**config.mk**
```make
export PLATFORM = sky130hd
export DESIGN_NAME = pewc_host
export DESIGN_NICKNAME = d
export VERILOG_FILES = /design/src/logic/pewc_tmr.v /design/src/logic/pewc_host.v
export VERILOG_INCLUDE_DIRS = /design/src /design/src/logic
export SDC_FILE = /design/constraint.sdc
export NUM_CORES = 1
export LEC_CHECK = 0
export ABC_AREA = 1
export BUFFER_PORTS_ARGS = -buffer_cell sky130_fd_sc_hd__buf_2
export CORE_ASPECT_RATIO = 0.7
export CORE_MARGIN = 2
export CORE_UTILIZATION = 43
export DETAILED_ROUTE_END_ITERATION = 7
export GPL_TIMING_DRIVEN = 0
export MAX_ROUTING_LAYER = met4
export PLACE_DENSITY = 0.74
export SYNTH_ARGS = -nofsm -noshare
export SYNTH_HDL_FRONTEND = slang
export SYNTH_HIERARCHICAL = 1
export SYNTH_SLANG_ARGS = --single-unit
```
**constraint.sdc**
```tcl
create_clock -name REF_CLK_I -period 2.13 [get_ports REF_CLK_I]
set_input_delay 0.213 -clock REF_CLK_I [delete_from_list [all_inputs] [get_ports REF_CLK_I]]
set_output_delay 0.213 -clock REF_CLK_I [all_outputs]
set_load 0.05 [all_outputs]
```
**src/logic/pewc_regs.vh**
```
`ifndef PEWC_REGS_VH
`define PEWC_REGS_VH

// clock period of the controller
`define PEWC_CLK_NS        20

// strobe timing, in nanoseconds
`define PEWC_T_WP_NS       100
`define PEWC_T_WPH_NS      50
`define PEWC_T_ACC_NS      250
`define PEWC_T_GAP_NS      150

// byte load window in microseconds, program time in milliseconds
`define PEWC_T_BLW_US      150
`define PEWC_T_PROG_MS     10

// largest page, in bytes
`define PEWC_PAGE_BYTES    8'h80

// user command codes
`define PEWC_OP_WRITE      2'h0
`define PEWC_OP_READ       2'h1
`define PEWC_OP_LOCK_ON    2'h2
`define PEWC_OP_LOCK_OFF   2'h3

// command sequence addresses and data; set to the part in use
`define PEWC_CMD_ADDR_1    15'h5555
`define PEWC_CMD_ADDR_2    15'h2aaa
`define PEWC_CMD_DATA_1    8'haa
`define PEWC_CMD_DATA_2    8'h55
`define PEWC_CMD_DATA_PROT 8'ha0
`define PEWC_CMD_DATA_UNL1 8'h80
`define PEWC_CMD_DATA_UNL2 8'h20

// sequence lengths
`define PEWC_SEQ_LEN_LOCK  3'h3
`define PEWC_SEQ_LEN_UNL   3'h6

`endif

```
**src/logic/pewc_tmr.v**
```verilog
// down counter; expired while the count sits at zero
module pewc_tmr (
    // clock and reset
    input  wire        clk_i,
    input  wire        rst_n_i,
    // control
    input  wire        load_i,
    input  wire [19:0] value_i,
    // status
    output wire        expired_o
);

    reg [19:0] cnt_q;

    // load wins over counting, so a restart is never missed
    always @(posedge clk_i or negedge rst_n_i)
    begin
        if (!rst_n_i)
            cnt_q <= 20'h00000;
        else if (load_i)
            cnt_q <= value_i;
        else if (cnt_q != 20'h00000)
            cnt_q <= cnt_q - 20'h00001;
    end

    assign expired_o = (cnt_q == 20'h00000);

endmodule // pewc_tmr

```
**src/logic/pewc_host.v**
```verilog
// Notes on behaviour
// - next page byte is presented within 150 us of the previous one
// - page-select lines stay at one page value for every write strobe of a page
// - output gate goes high only while write strobe and chip select are both low
// - command words are bytes on data lines; command addresses use 15 lines
// - protected program cycle carries one to 128 data bytes
// - protected writes start with the exact three-word address sequence
// - completion is seen only when the toggling status bit stops changing
// - polling reads keep one unchanged address throughout
`include "pewc_regs.vh"

module pewc_host #(
    parameter [19:0] BLW_CYC  = (`PEWC_T_BLW_US * 1000) / `PEWC_CLK_NS,
    parameter [19:0] PROG_CYC = (`PEWC_T_PROG_MS * 1000000) / `PEWC_CLK_NS
) (
    // clock and reset
    input  wire        REF_CLK_I,
    input  wire        RESET_N_I,
    // user command port
    input  wire        CMD_VALID_I,
    input  wire [1:0]  CMD_OP_I,
    input  wire [16:0] CMD_ADDR_I,
    input  wire [7:0]  CMD_DATA_I,
    input  wire        CMD_PROT_I,
    input  wire        CMD_LAST_I,
    output wire        CMD_READY_O,
    // user answer port
    output wire [7:0]  RD_DATA_O,
    output wire        RD_VALID_O,
    output wire        DONE_O,
    output wire        TIMEOUT_O,
    output wire        BUSY_O,
    // memory pins
    output wire [16:0] MEM_ADDR_O,
    output wire        MEM_CE_N_O,
    output wire        MEM_OE_N_O,
    output wire        MEM_WE_N_O,
    input  wire [7:0]  MEM_DQ_I,
    output wire [7:0]  MEM_DQ_O,
    output wire        MEM_DQ_OE_O
);

    // cycle counts; least times round up
    localparam integer WP_N  = (`PEWC_T_WP_NS + `PEWC_CLK_NS - 1) / `PEWC_CLK_NS;
    localparam integer WPH_N = (`PEWC_T_WPH_NS + `PEWC_CLK_NS - 1) / `PEWC_CLK_NS;
    localparam integer ACC_N = (`PEWC_T_ACC_NS + `PEWC_CLK_NS - 1) / `PEWC_CLK_NS;
    localparam integer GAP_N = (`PEWC_T_GAP_NS + `PEWC_CLK_NS - 1) / `PEWC_CLK_NS;
    localparam integer WR_END_N = WP_N + WPH_N;
    localparam integer RD_END_N = ACC_N + 1;
    localparam [4:0]   WP_CYC = WP_N[4:0];
    localparam [4:0]   WR_END = WR_END_N[4:0];
    localparam [4:0]   RD_END = RD_END_N[4:0];
    localparam [4:0]   GAP_END = GAP_N[4:0];

    // one-hot states
    localparam [5:0] S_IDLE   = 6'h01;
    localparam [5:0] S_WR     = 6'h02;
    localparam [5:0] S_LOAD   = 6'h04;
    localparam [5:0] S_SETTLE = 6'h08;
    localparam [5:0] S_RD     = 6'h10;
    localparam [5:0] S_GAP    = 6'h20;

    reg  [5:0]  state_q;
    reg  [4:0]  ph_q;
    reg  [2:0]  seq_idx_q;
    reg  [2:0]  seq_end_q;
    reg         seq_act_q;
    reg         seq_unl_q;
    reg         data_pend_q;
    reg         page_mode_q;
    reg         last_q;
    reg  [7:0]  cnt_q;
    reg  [9:0]  page_q;
    reg  [16:0] addr_q;
    reg  [7:0]  data_q;
    reg  [16:0] waddr_q;
    reg  [7:0]  wdata_q;
    reg         poll_q;
    reg         have_prev_q;
    reg         prev6_q;
    reg  [7:0]  rd_data_q;
    reg         rd_valid_q;
    reg         done_q;
    reg         tout_q;
    reg         ce_n_q;
    reg         we_n_q;
    reg         oe_n_q;
    reg         dq_oe_q;
    reg         ce_n_d;
    reg         we_n_d;
    reg         oe_n_d;
    reg         dq_oe_d;
    reg         load_ok;
    wire        win_exp;
    wire        prog_exp;
    wire        win_ld;
    wire        prog_ld;
    wire [22:0] seq_next;

    // command word table: {15-bit address, data byte}
    function [22:0] seq_word;
        input       unl;
        input [2:0] idx;
        begin
            case ({unl, idx})
                4'h0:    seq_word = {`PEWC_CMD_ADDR_1, `PEWC_CMD_DATA_1};
                4'h1:    seq_word = {`PEWC_CMD_ADDR_2, `PEWC_CMD_DATA_2};
                4'h2:    seq_word = {`PEWC_CMD_ADDR_1, `PEWC_CMD_DATA_PROT};
                4'h8:    seq_word = {`PEWC_CMD_ADDR_1, `PEWC_CMD_DATA_1};
                4'h9:    seq_word = {`PEWC_CMD_ADDR_2, `PEWC_CMD_DATA_2};
                4'ha:    seq_word = {`PEWC_CMD_ADDR_1, `PEWC_CMD_DATA_UNL1};
                4'hb:    seq_word = {`PEWC_CMD_ADDR_1, `PEWC_CMD_DATA_1};
                4'hc:    seq_word = {`PEWC_CMD_ADDR_2, `PEWC_CMD_DATA_2};
                4'hd:    seq_word = {`PEWC_CMD_ADDR_1, `PEWC_CMD_DATA_UNL2};
                default: seq_word = {`PEWC_CMD_ADDR_1, `PEWC_CMD_DATA_1};
            endcase
        end
    endfunction

    assign seq_next = seq_word(seq_unl_q, seq_idx_q + 3'h1);

    // window restarts at every write strobe; program timer when polling starts
    assign win_ld  = (state_q == S_WR) && (ph_q == 5'h00);
    assign prog_ld = (state_q == S_SETTLE) && win_exp;

    pewc_tmr u_win (
        .clk_i     (REF_CLK_I),
        .rst_n_i   (RESET_N_I),
        .load_i    (win_ld),
        .value_i   (BLW_CYC),
        .expired_o (win_exp)
    );

    pewc_tmr u_prog (
        .clk_i     (REF_CLK_I),
        .rst_n_i   (RESET_N_I),
        .load_i    (prog_ld),
        .value_i   (PROG_CYC),
        .expired_o (prog_exp)
    );

    // a further page byte only if same page, unprotected, window open and room left
    always @*
    begin
        load_ok = CMD_VALID_I && (CMD_OP_I == `PEWC_OP_WRITE) && !CMD_PROT_I
                  && (CMD_ADDR_I[16:7] == page_q)
                  && !win_exp
                  && (cnt_q < `PEWC_PAGE_BYTES);
    end

    assign CMD_READY_O = (state_q == S_IDLE) || ((state_q == S_LOAD) && load_ok);

    // strobe decode; registered below so the pins never glitch
    always @*
    begin
        ce_n_d  = 1'b1;
        we_n_d  = 1'b1;
        oe_n_d  = 1'b0;
        dq_oe_d = 1'b0;
        case (state_q)
            S_WR:
            begin
                // both strobes fall and rise together
                ce_n_d  = !(ph_q < WP_CYC);
                we_n_d  = !(ph_q < WP_CYC);
                // gate high strictly inside the low strobes
                oe_n_d  = (ph_q >= 5'h01) && (ph_q < WP_CYC - 5'h01);
                dq_oe_d = (ph_q <= WP_CYC);
            end
            S_RD:
            begin
                // chip select frames each read so the device steps
                ce_n_d  = (ph_q == RD_END);
            end
            default:
            begin
                ce_n_d  = 1'b1;
            end
        endcase
    end

    always @(posedge REF_CLK_I or negedge RESET_N_I)
    begin
        if (!RESET_N_I)
        begin
            ce_n_q  <= 1'b1;
            we_n_q  <= 1'b1;
            oe_n_q  <= 1'b0;
            dq_oe_q <= 1'b0;
        end
        else
        begin
            ce_n_q  <= ce_n_d;
            we_n_q  <= we_n_d;
            oe_n_q  <= oe_n_d;
            dq_oe_q <= dq_oe_d;
        end
    end

    // main sequencer
    always @(posedge REF_CLK_I or negedge RESET_N_I)
    begin
        if (!RESET_N_I)
        begin
            state_q     <= S_IDLE;
            ph_q        <= 5'h00;
            seq_idx_q   <= 3'h0;
            seq_end_q   <= 3'h0;
            seq_act_q   <= 1'b0;
            seq_unl_q   <= 1'b0;
            data_pend_q <= 1'b0;
            page_mode_q <= 1'b0;
            last_q      <= 1'b0;
            cnt_q       <= 8'h00;
            page_q      <= 10'h000;
            addr_q      <= 17'h00000;
            data_q      <= 8'h00;
            waddr_q     <= 17'h00000;
            wdata_q     <= 8'h00;
            poll_q      <= 1'b0;
            have_prev_q <= 1'b0;
            prev6_q     <= 1'b0;
            rd_data_q   <= 8'h00;
            rd_valid_q  <= 1'b0;
            done_q      <= 1'b0;
            tout_q      <= 1'b0;
        end
        else
        begin
            rd_valid_q <= 1'b0;
            done_q     <= 1'b0;
            tout_q     <= 1'b0;
            ph_q       <= ph_q + 5'h01;
            case (state_q)
                S_IDLE:
                begin
                    ph_q        <= 5'h00;
                    seq_idx_q   <= 3'h0;
                    seq_unl_q   <= (CMD_OP_I == `PEWC_OP_LOCK_OFF);
                    page_q      <= CMD_ADDR_I[16:7];
                    waddr_q     <= CMD_ADDR_I;
                    wdata_q     <= CMD_DATA_I;
                    last_q      <= CMD_LAST_I;
                    poll_q      <= 1'b0;
                    if (CMD_VALID_I)
                    begin
                        case (CMD_OP_I)
                            `PEWC_OP_WRITE:
                            begin
                                state_q     <= S_WR;
                                page_mode_q <= 1'b1;
                                cnt_q       <= 8'h01;
                                seq_act_q   <= CMD_PROT_I;
                                seq_end_q   <= `PEWC_SEQ_LEN_LOCK;
                                data_pend_q <= CMD_PROT_I;
                                if (CMD_PROT_I)
                                begin
                                    // three command words lead the data
                                    addr_q <= {2'b00, `PEWC_CMD_ADDR_1};
                                    data_q <= `PEWC_CMD_DATA_1;
                                end
                                else
                                begin
                                    addr_q <= CMD_ADDR_I;
                                    data_q <= CMD_DATA_I;
                                end
                            end
                            `PEWC_OP_READ:
                            begin
                                state_q <= S_RD;
                                addr_q  <= CMD_ADDR_I;
                            end
                            default:
                            begin
                                // lock on / lock off: sequence only, then program time
                                state_q     <= S_WR;
                                page_mode_q <= 1'b0;
                                data_pend_q <= 1'b0;
                                seq_act_q   <= 1'b1;
                                seq_end_q   <= (CMD_OP_I == `PEWC_OP_LOCK_OFF) ?
                                               `PEWC_SEQ_LEN_UNL : `PEWC_SEQ_LEN_LOCK;
                                addr_q      <= {2'b00, `PEWC_CMD_ADDR_1};
                                data_q      <= `PEWC_CMD_DATA_1;
                            end
                        endcase
                    end
                end
                S_WR:
                begin
                    if (ph_q == WR_END)
                    begin
                        ph_q <= 5'h00;
                        if (seq_act_q && (seq_idx_q + 3'h1 < seq_end_q))
                        begin
                            seq_idx_q <= seq_idx_q + 3'h1;
                            addr_q    <= {2'b00, seq_next[22:8]};
                            data_q    <= seq_next[7:0];
                        end
                        else if (data_pend_q)
                        begin
                            seq_act_q   <= 1'b0;
                            data_pend_q <= 1'b0;
                            addr_q      <= waddr_q;
                            data_q      <= wdata_q;
                        end
                        else
                        begin
                            seq_act_q <= 1'b0;
                            // lock commands go straight to program time
                            if (page_mode_q && !last_q && (cnt_q < `PEWC_PAGE_BYTES))
                                state_q <= S_LOAD;
                            else
                                state_q <= S_SETTLE;
                        end
                    end
                end
                S_LOAD:
                begin
                    ph_q <= 5'h00;
                    if (load_ok)
                    begin
                        state_q <= S_WR;
                        addr_q  <= CMD_ADDR_I;
                        data_q  <= CMD_DATA_I;
                        last_q  <= CMD_LAST_I;
                        cnt_q   <= cnt_q + 8'h01;
                    end
                    else if (win_exp || CMD_VALID_I)
                        state_q <= S_SETTLE;
                end
                S_SETTLE:
                begin
                    // let the window lapse so the device surely starts programming
                    ph_q <= 5'h00;
                    if (win_exp)
                    begin
                        state_q     <= S_RD;
                        poll_q      <= 1'b1;
                        have_prev_q <= 1'b0;
                    end
                end
                S_RD:
                begin
                    if (ph_q == RD_END)
                    begin
                        ph_q      <= 5'h00;
                        state_q   <= S_GAP;
                        rd_data_q <= MEM_DQ_I;
                        prev6_q   <= MEM_DQ_I[6];
                        have_prev_q <= 1'b1;
                        if (!poll_q)
                            rd_valid_q <= 1'b1;
                        else if (have_prev_q && (prev6_q == MEM_DQ_I[6]))
                        begin
                            // no start value assumed; only a steady bit counts
                            done_q <= 1'b1;
                            poll_q <= 1'b0;
                        end
                        else if (prog_exp)
                        begin
                            // still toggling past program time
                            tout_q <= 1'b1;
                            poll_q <= 1'b0;
                        end
                    end
                end
                S_GAP:
                begin
                    if (ph_q == GAP_END)
                    begin
                        ph_q <= 5'h00;
                        // addr_q untouched, every poll hits one location
                        state_q <= poll_q ? S_RD : S_IDLE;
                    end
                end
                default:
                begin
                    state_q <= S_IDLE;
                    ph_q    <= 5'h00;
                end
            endcase
        end
    end

    assign RD_DATA_O   = rd_data_q;
    assign RD_VALID_O  = rd_valid_q;
    assign DONE_O      = done_q;
    assign TIMEOUT_O   = tout_q;
    assign BUSY_O      = (state_q != S_IDLE);
    assign MEM_ADDR_O  = addr_q;
    assign MEM_CE_N_O  = ce_n_q;
    assign MEM_OE_N_O  = oe_n_q;
    assign MEM_WE_N_O  = we_n_q;
    assign MEM_DQ_O    = data_q;
    assign MEM_DQ_OE_O = dq_oe_q;

endmodule // pewc_host

```
=== Word-level counts from Yosys, hierarchy flattened ===
Memories as Yosys holds them, arrays and structs flattened.
Index checks and enable logic that the tools add are counted.

* Eq/ne operators: 26
* Reduce and logical (&&, ||, !) cells: 44
* Bitwise operators: 1
* Magnitude comparators: 6
* Mux-type cells: 81
* Add/sub/neg operators: 5

{| class="wikitable"
|+ Operators with widths
! cell !! count
|-
| 17-bit 2-to-1 mux || 6
|-
| 20-bit 2-to-1 mux || 4
|-
| 8-bit 2-to-1 mux || 9
|-
| 6-bit 2-to-1 mux || 9
|-
| 17-bit case mux with 3 select lines || 1
|-
| 20-bit zero test || 2
|-
| 20-bit nonzero test || 2
|-
| 20-bit by 1-bit subtractor with 20-bit output (second input constant) || 2
|-
| 6-bit case mux with 6 select lines || 1
|-
| 17-bit case mux with 2 select lines || 1
|-
| 8-bit case mux with 2 select lines || 2
|-
| 1-bit 2-to-1 mux || 27
|-
| 8-bit case mux with 3 select lines || 1
|-
| 5-bit 2-to-1 mux || 4
|-
| 2-bit != test (second input constant) || 9
|-
| 1-bit case mux with 2 select lines || 8
|-
| 1-bit logical AND || 13
|-
| 3-bit case mux with 2 select lines || 2
|-
| 3-bit AND reduction || 4
|-
| 10-bit equality test || 1
|-
| 5-bit by 4-bit equality test with 1-bit output (second input constant) || 2
|-
| 5-bit by 3-bit less-than comparator with 1-bit output (second input constant) || 2
|-
| 5-bit case mux with 2 select lines || 1
|-
| 5-bit AND reduction || 2
|-
| other kinds (34) || 48
|}

* ROM bits: 368
* Memories: 1
* Input port bits: 40
* Flip-flop bits (word level): 148

{| class="wikitable"
|+ Memories
! memory !! depth !! width !! read ports !! clocked after memory_dff !! wr ports !! line !! source
|-
| (name not given) || 16 || 23 || 1 || 0 || 0 || pewc_host.v:105 || <nowiki>case ({unl, idx})</nowiki>
|}

=== Longest topological paths before layout ===
* Depth in word-level cells: 8
* Gate-level depth with buffers: 16

=== Cells and area by module ===
Netlist, hierarchy kept.

{| class="wikitable"
|+ By module, submodules not included
! module !! area an instance (µm²) !! times used !! sequential area each (µm²) !! cells an instance
|-
| pewc_host || 5200.0 || 1 || 2431.1 || 687
|-
| pewc_tmr (u_win) || 1400.1 || 1 || 500.5 || 211
|-
| pewc_tmr (u_prog) || 1390.1 || 1 || 500.5 || 209
|}

=== Least setup slack after synthesis ===
Ideal clock, no wire load.

* Kind: flip-flop to flip-flop
* From: register seq_idx_q[0]
* To: register addr_q[14], in the netlist MEM_ADDR_O[14]
* Arrival time: 2147 ps
* Path buffers: 2
* Clock period less this slack: 2264 ps
* Cell stages (with the launch flop): 15
* Slack: -134 ps
* Setup time: 117 ps
* Cell sequence: dfrtp_1 ha_1 nand2_1 nand2_1 ha_1 a21oi_1 nand3_1 nand2_1 inv_1 nor2_4 nand2_2 buf_6 buf_6 nor2_1 nor2_1

* Longest elaborated chain between the ends: 6
* Elaborated cells between the ends (all ways): 9
* Classes of those cells: add/sub (1); order compare (1); eq/ne (1); mux (3); reduce/logical (2); memory (1)

{| class="wikitable"
|+ Ends and longest elaborated chain
! item !! line !! source
|-
| start, declared || pewc_host.v:65 || <nowiki>reg [2:0] seq_idx_q;</nowiki>
|-
| start signal, assigned || pewc_host.v:295 || <nowiki>seq_idx_q <= seq_idx_q + 3'h1;</nowiki>
|-
| 3-bit by 1-bit adder with 3-bit output * || pewc_host.v:120, pewc_host.v:293 ||
|-
| parallel branches: the longest is 5 deep, another holds memory 16 x 23 bit || -- ||
|-
| end signal, assigned || pewc_host.v:282 || <nowiki>addr_q <= {2'b00, `PEWC_CMD_ADDR_1};</nowiki>
|-
| end signal, assigned || pewc_host.v:296 || <nowiki>addr_q <= {2'b00, seq_next[22:8]};</nowiki>
|-
| end signal, assigned || pewc_host.v:303 || <nowiki>addr_q <= waddr_q;</nowiki>
|-
| end, declared || pewc_host.v:74 || <nowiki>reg [16:0] addr_q;</nowiki>
|}

Mark *: on every way between the ends. The select of a mux whose other input is x is not followed.
A chain may end at the register's enable or synchronous reset.

=== Worst setup path after layout ===
* From: register u_win.cnt_q[1]
* To: output CMD_READY_O

* Longest elaborated chain between the ends: 6

{| class="wikitable"
|+ Ends and longest elaborated chain
! item !! line !! source
|-
| start, declared || pewc_tmr.v:13 || <nowiki>reg [19:0] cnt_q;</nowiki>
|-
| start signal, assigned || pewc_tmr.v:21 || <nowiki>cnt_q <= value_i;</nowiki>
|-
| start signal, assigned || pewc_tmr.v:23 || <nowiki>cnt_q <= cnt_q - 20'h00001;</nowiki>
|-
| 20-bit zero test || pewc_tmr.v:26 || <nowiki>assign expired_o = (cnt_q == 20'h00000);</nowiki>
|-
| via win_exp || pewc_host.v:94 || <nowiki>wire win_exp;</nowiki>
|-
| 1-bit zero test || pewc_host.v:147 || <nowiki>&& !win_exp</nowiki>
|-
| 1-bit logical AND (2 in series) || pewc_host.v:145 || <nowiki>load_ok = CMD_VALID_I && (CMD_OP_I == `PEWC_OP_WRITE) && !CMD_PROT_I</nowiki>
|-
| 1-bit logical AND || pewc_host.v:151 || <nowiki>assign CMD_READY_O = (state_q == S_IDLE) || ((state_q == S_LOAD) && load_ok);</nowiki>
|-
| 1-bit logical OR || pewc_host.v:151 ||
|-
| end, declared || pewc_host.v:26 || <nowiki>output wire CMD_READY_O,</nowiki>
|}

The timed path passes the listed nets, and every way through them passes these cells.

==> run_results.csv <==
group,metric,value,unit
routing,drc_errors,0,
logic_synthesis,async_flop_share,100.0,%
routing,vias,7681,
grt,use_met2,32.38,%
sta,worst_pin_slew,581.9,ps
final_layout,layout-drive-gt1-share,26.79,%
logic_synthesis,postSynthCellCount,1107,
routing,final_antenna_net_count,0,
placed_design,dp_cells,1463,
routing,avgViaCountPerCell,4.908,
final_layout,final_cell_mix,"360 x nand2_1, 131 x dfrtp_1, 113 x inv_1, 107 x nor2_1, 83 x buf_2",
final_layout,final_common_cell,"nand2_1",
logic_synthesis,ys_ff_latch,137,
critical_path,arrival,2130,ps
logic_synthesis,synth_area_leader_cell,"dfrtp_1",
floorplanning,die_area,19710,µm²
clocking,cts_max_path_buffers,2,
final_layout,num-fill-cells,1571,
critical_path,cp.required,1920,ps
run_status,status,"finished, violations left",
clocking,cts_num_sinks,137,
logic_synthesis,ys_warn_count,6,
grt,antenna_found_initial,0,
job,cap_violations,0,
final_layout,finalNonFillerCells,1565,
grt,grt_pass1_wl,34510,µm
critical_path,cp-start-kind,"flop",
floorplanning,die_h,118.1,µm
routing,wirelength,21430,µm
final_layout,area_growth,33.60,%
final_layout,multi_input_comb_area,4453,µm²
critical_path,crit_chain,"inv_2 -> ha_4 -> nand2_2 -> nor2_2 -> nand3_2 -> nor2_4 -> nor3_4 -> nand2_2 -> nor2_2 -> nand3_2 -> nand2_2 -> o21ai_4 -> inv_2 -> buf_8",
logic_synthesis,synth-edff-count,0,
critical_path,cp_top_family,"simple AND/OR/NAND/NOR gates",
clocking,cts_made_buffers,17,
sta,relSlewSlack,61.21,%
sta,fin_crit_sh,109.8,%
pwr,powerDensity,1356,nW/µm²
grt,grtUsageMet1,31.50,%
logic_synthesis,synth.area.top_cells,"dfrtp_1 42%, nand2_1 18%, nor2_1 6.6%",
sta,rsz0062_at_grt,"yes",
critical_path,timing.rr.start,"u_win/cnt_q[1]",
sta,setup_ws,-209.3,ps
final_layout,design_area,10680,µm²
placed_design,io_buffers,81,
critical_path,critPathMaxStageDelay,370,ps
final_layout,antennaDiodeCount,0,
clocking,insertion_delay,430,ps
floorplanning,fp.dieW,166.9,µm
floorplanning,fp.coreArea,18110,µm²
sta,setup_viol,34,
placed_design,dp.final_hpwl,14280,µm
routing,wire_per_inst,13.69,µm
grt,globalRouteOverflowTotal,0,
grt,grt_pass1_vias,7114,
min_path,hold_start,"MEM_DQ_I[3]",
critical_path,cp_max_fo,2,
pwr,peakVddDrop,0.7579,mV
clocking,cts_root_buffer,"clkbuf_16",
critical_path,cp.buffers_inverters,3,
grt,top_usage_layer,"met2",
logic_synthesis,seq_area_frac_synth,42.95,%
floorplanning,io-pin-count,82,
critical_path,startpoint,"u_win/cnt_q[1]",
sta,period_needed,2339,ps
placed_design,placed_area,8904,µm²
critical_path,end_kind,"output pin",
grt,grt_max_degree,80,
critical_path,crit_type,"flop to output pin",
grt,grt_usage,22.34,%
clocking,cts_max_level,4,
grt,grt_use_met3,4.573,%
routing,drtIter0Drc,649,
sta,fin_worst_skew,10.67,ps
critical_path,reg2reg_slack,-170,ps
final_layout,nNetsFinal,1371,
floorplanning,initial_core_util,44.12,%
logic_synthesis,synth.distinct_cells,44,
placed_design,gp_congestion,0.8877,
placed_design,pre_cts_ws,-389.3,ps
logic_synthesis,netlist_area,7990,µm²
sta,max_freq,427.5,MHz
final_layout,seqCellArea,3436,µm²
logic_synthesis,ys.flop_type,"dfrtp_1",
logic_synthesis,synth_top_area_share,41.97,%
floorplanning,fp-row-count,41,
clocking,cts_tree,"yes",
critical_path,cpMostUsedCell,"nand2_2",
sta,hold_viol_final,0,
run_status,violations,"negative setup slack",
sta,maxSlewViolCount,0,
pwr,p_leak,5.301,nW
routing,dr.pass1.iters,5,
clocking,path_clk_slew,60,ps
logic_synthesis,avgSynthCellArea,7.218,µm²
min_path,hp-class,"input pin to flop",
critical_path,cp_slowest_cell,"dfrtp_1",
-- metal layers --
metal	routed length [µm]	vias up
li1	-	3846
met1	10220	3572
met2	9496	243
met3	1448	20
met4	265	0
met5	0	-
-- report_power, final --
group | internal [mW] | leakage (nW) | switching (mW)
clock network | 1.86 | 0.287 | 1.26
logic | 2.77 | 3.40 | 4.47
registers | 3.48 | 1.62 | 0.641
total | 8.11 | 5.30 | 6.36
-- cells by family (layout without fill, tap and decap cells) --
| kind of cell | count (synthesis) | after routing | share of synthesized area, % |
|---|---|---|---|
| compound gates | 97 | 97 | 6.483 |
| other cells | 2 | 40 | 0.09399 |
| simple gates | 664 | 664 | 36.22 |
| mux | 7 | 7 | 0.9866 |
| fa+ha+maj | 15 | 15 | 2.349 |
| flops | 137 | 137 | 42.95 |
| xor+xnor | 26 | 26 | 2.850 |
| buf+inv | 159 | 343 | 8.064 |
-- synth_stat cells (5+ instances only) --
library cell  number
buf_2              9
buf_4              5
clkbuf_1          12
dfrtp_1          134
ha_1              15
inv_1            124
mux2_2             7
nand2_1          373
nand2_2           12
nand3_1           62
nand3_2            5
nand3b_1           6
nand4_1           23
nor2_1           140
nor2_2            11
nor2_4            12
nor3_1             9
o21ai_0           66
o21ai_1           14
xnor2_1           15
xor2_1            11
-- area by class of cell --
class,count,area share (%)
Buffer,28,2.403
Clock buffer,17,3.985
Clock inverter,15,1.782
Inverter,130,4.735
Multi-Input combinational cell,849,41.71
Sequential cell,137,32.18
Tap cell,236,2.766
Timing Repair Buffer,153,10.43
-- flip-flops by register name, summed over array words and instances, names as in the netlist, 6 cells and up --
| name | count |
|---|---|
| RD_DATA_O | 8 |
| u_prog/cnt_q | 20 |
| u_win/cnt_q | 20 |
| MEM_ADDR_O | 17 |
| MEM_DQ_O | 8 |
| page_q | 10 |
| waddr_q | 7 |
| wdata_q | 8 |
| state_q | 6 |
| cnt_q | 8 |
-- repair_timing --
action                                 in CTS  in global routing
hold buffers                                6                  0
buffers inserted                           23                 37
pin swaps                                  26                 26
setup endpoints to repair                  73                 75
resized for setup                          91                 91
gates cloned                                3                  2
endpoints found under the hold margin      63                  0
-- worst paths after layout --
path                               endpoint  cells past startpoint
min in group asynchronous  u_prog/cnt_q[13]                      2
setup / recovery                CMD_READY_O                     14
hold / removal                 RD_DATA_O[3]                      2
max in group asynchronous        MEM_WE_N_O                      3
hold reg to reg                seq_end_q[1]                      2
setup reg to reg                MEM_DQ_O[6]                     18
-- metrics by stage --
step	total power, mW	hold slack, ps	setup TNS [ps]	util [%]
after detailed placement	9.384	231.6	-15360	49.17
after global placement	9.225	411.4	-171820	48.98
after CTS	13.46	0.4639	-1677	55.62
after global routing	15.39	14.30	-9346	58.95
after floorplan	8.033	-82.59	0	-
final	14.48	11.19	-4583	58.95
-- worst register-to-register path: cells and delay by family, from the launching register on --
family,cells,cell delay (ps)
buffers and inverters,5,620
and+or+nand+nor,12,1060
DFF,1,370
adders and majority gates,1,160
Note: power is estimated with default switching activity, not from simulation.
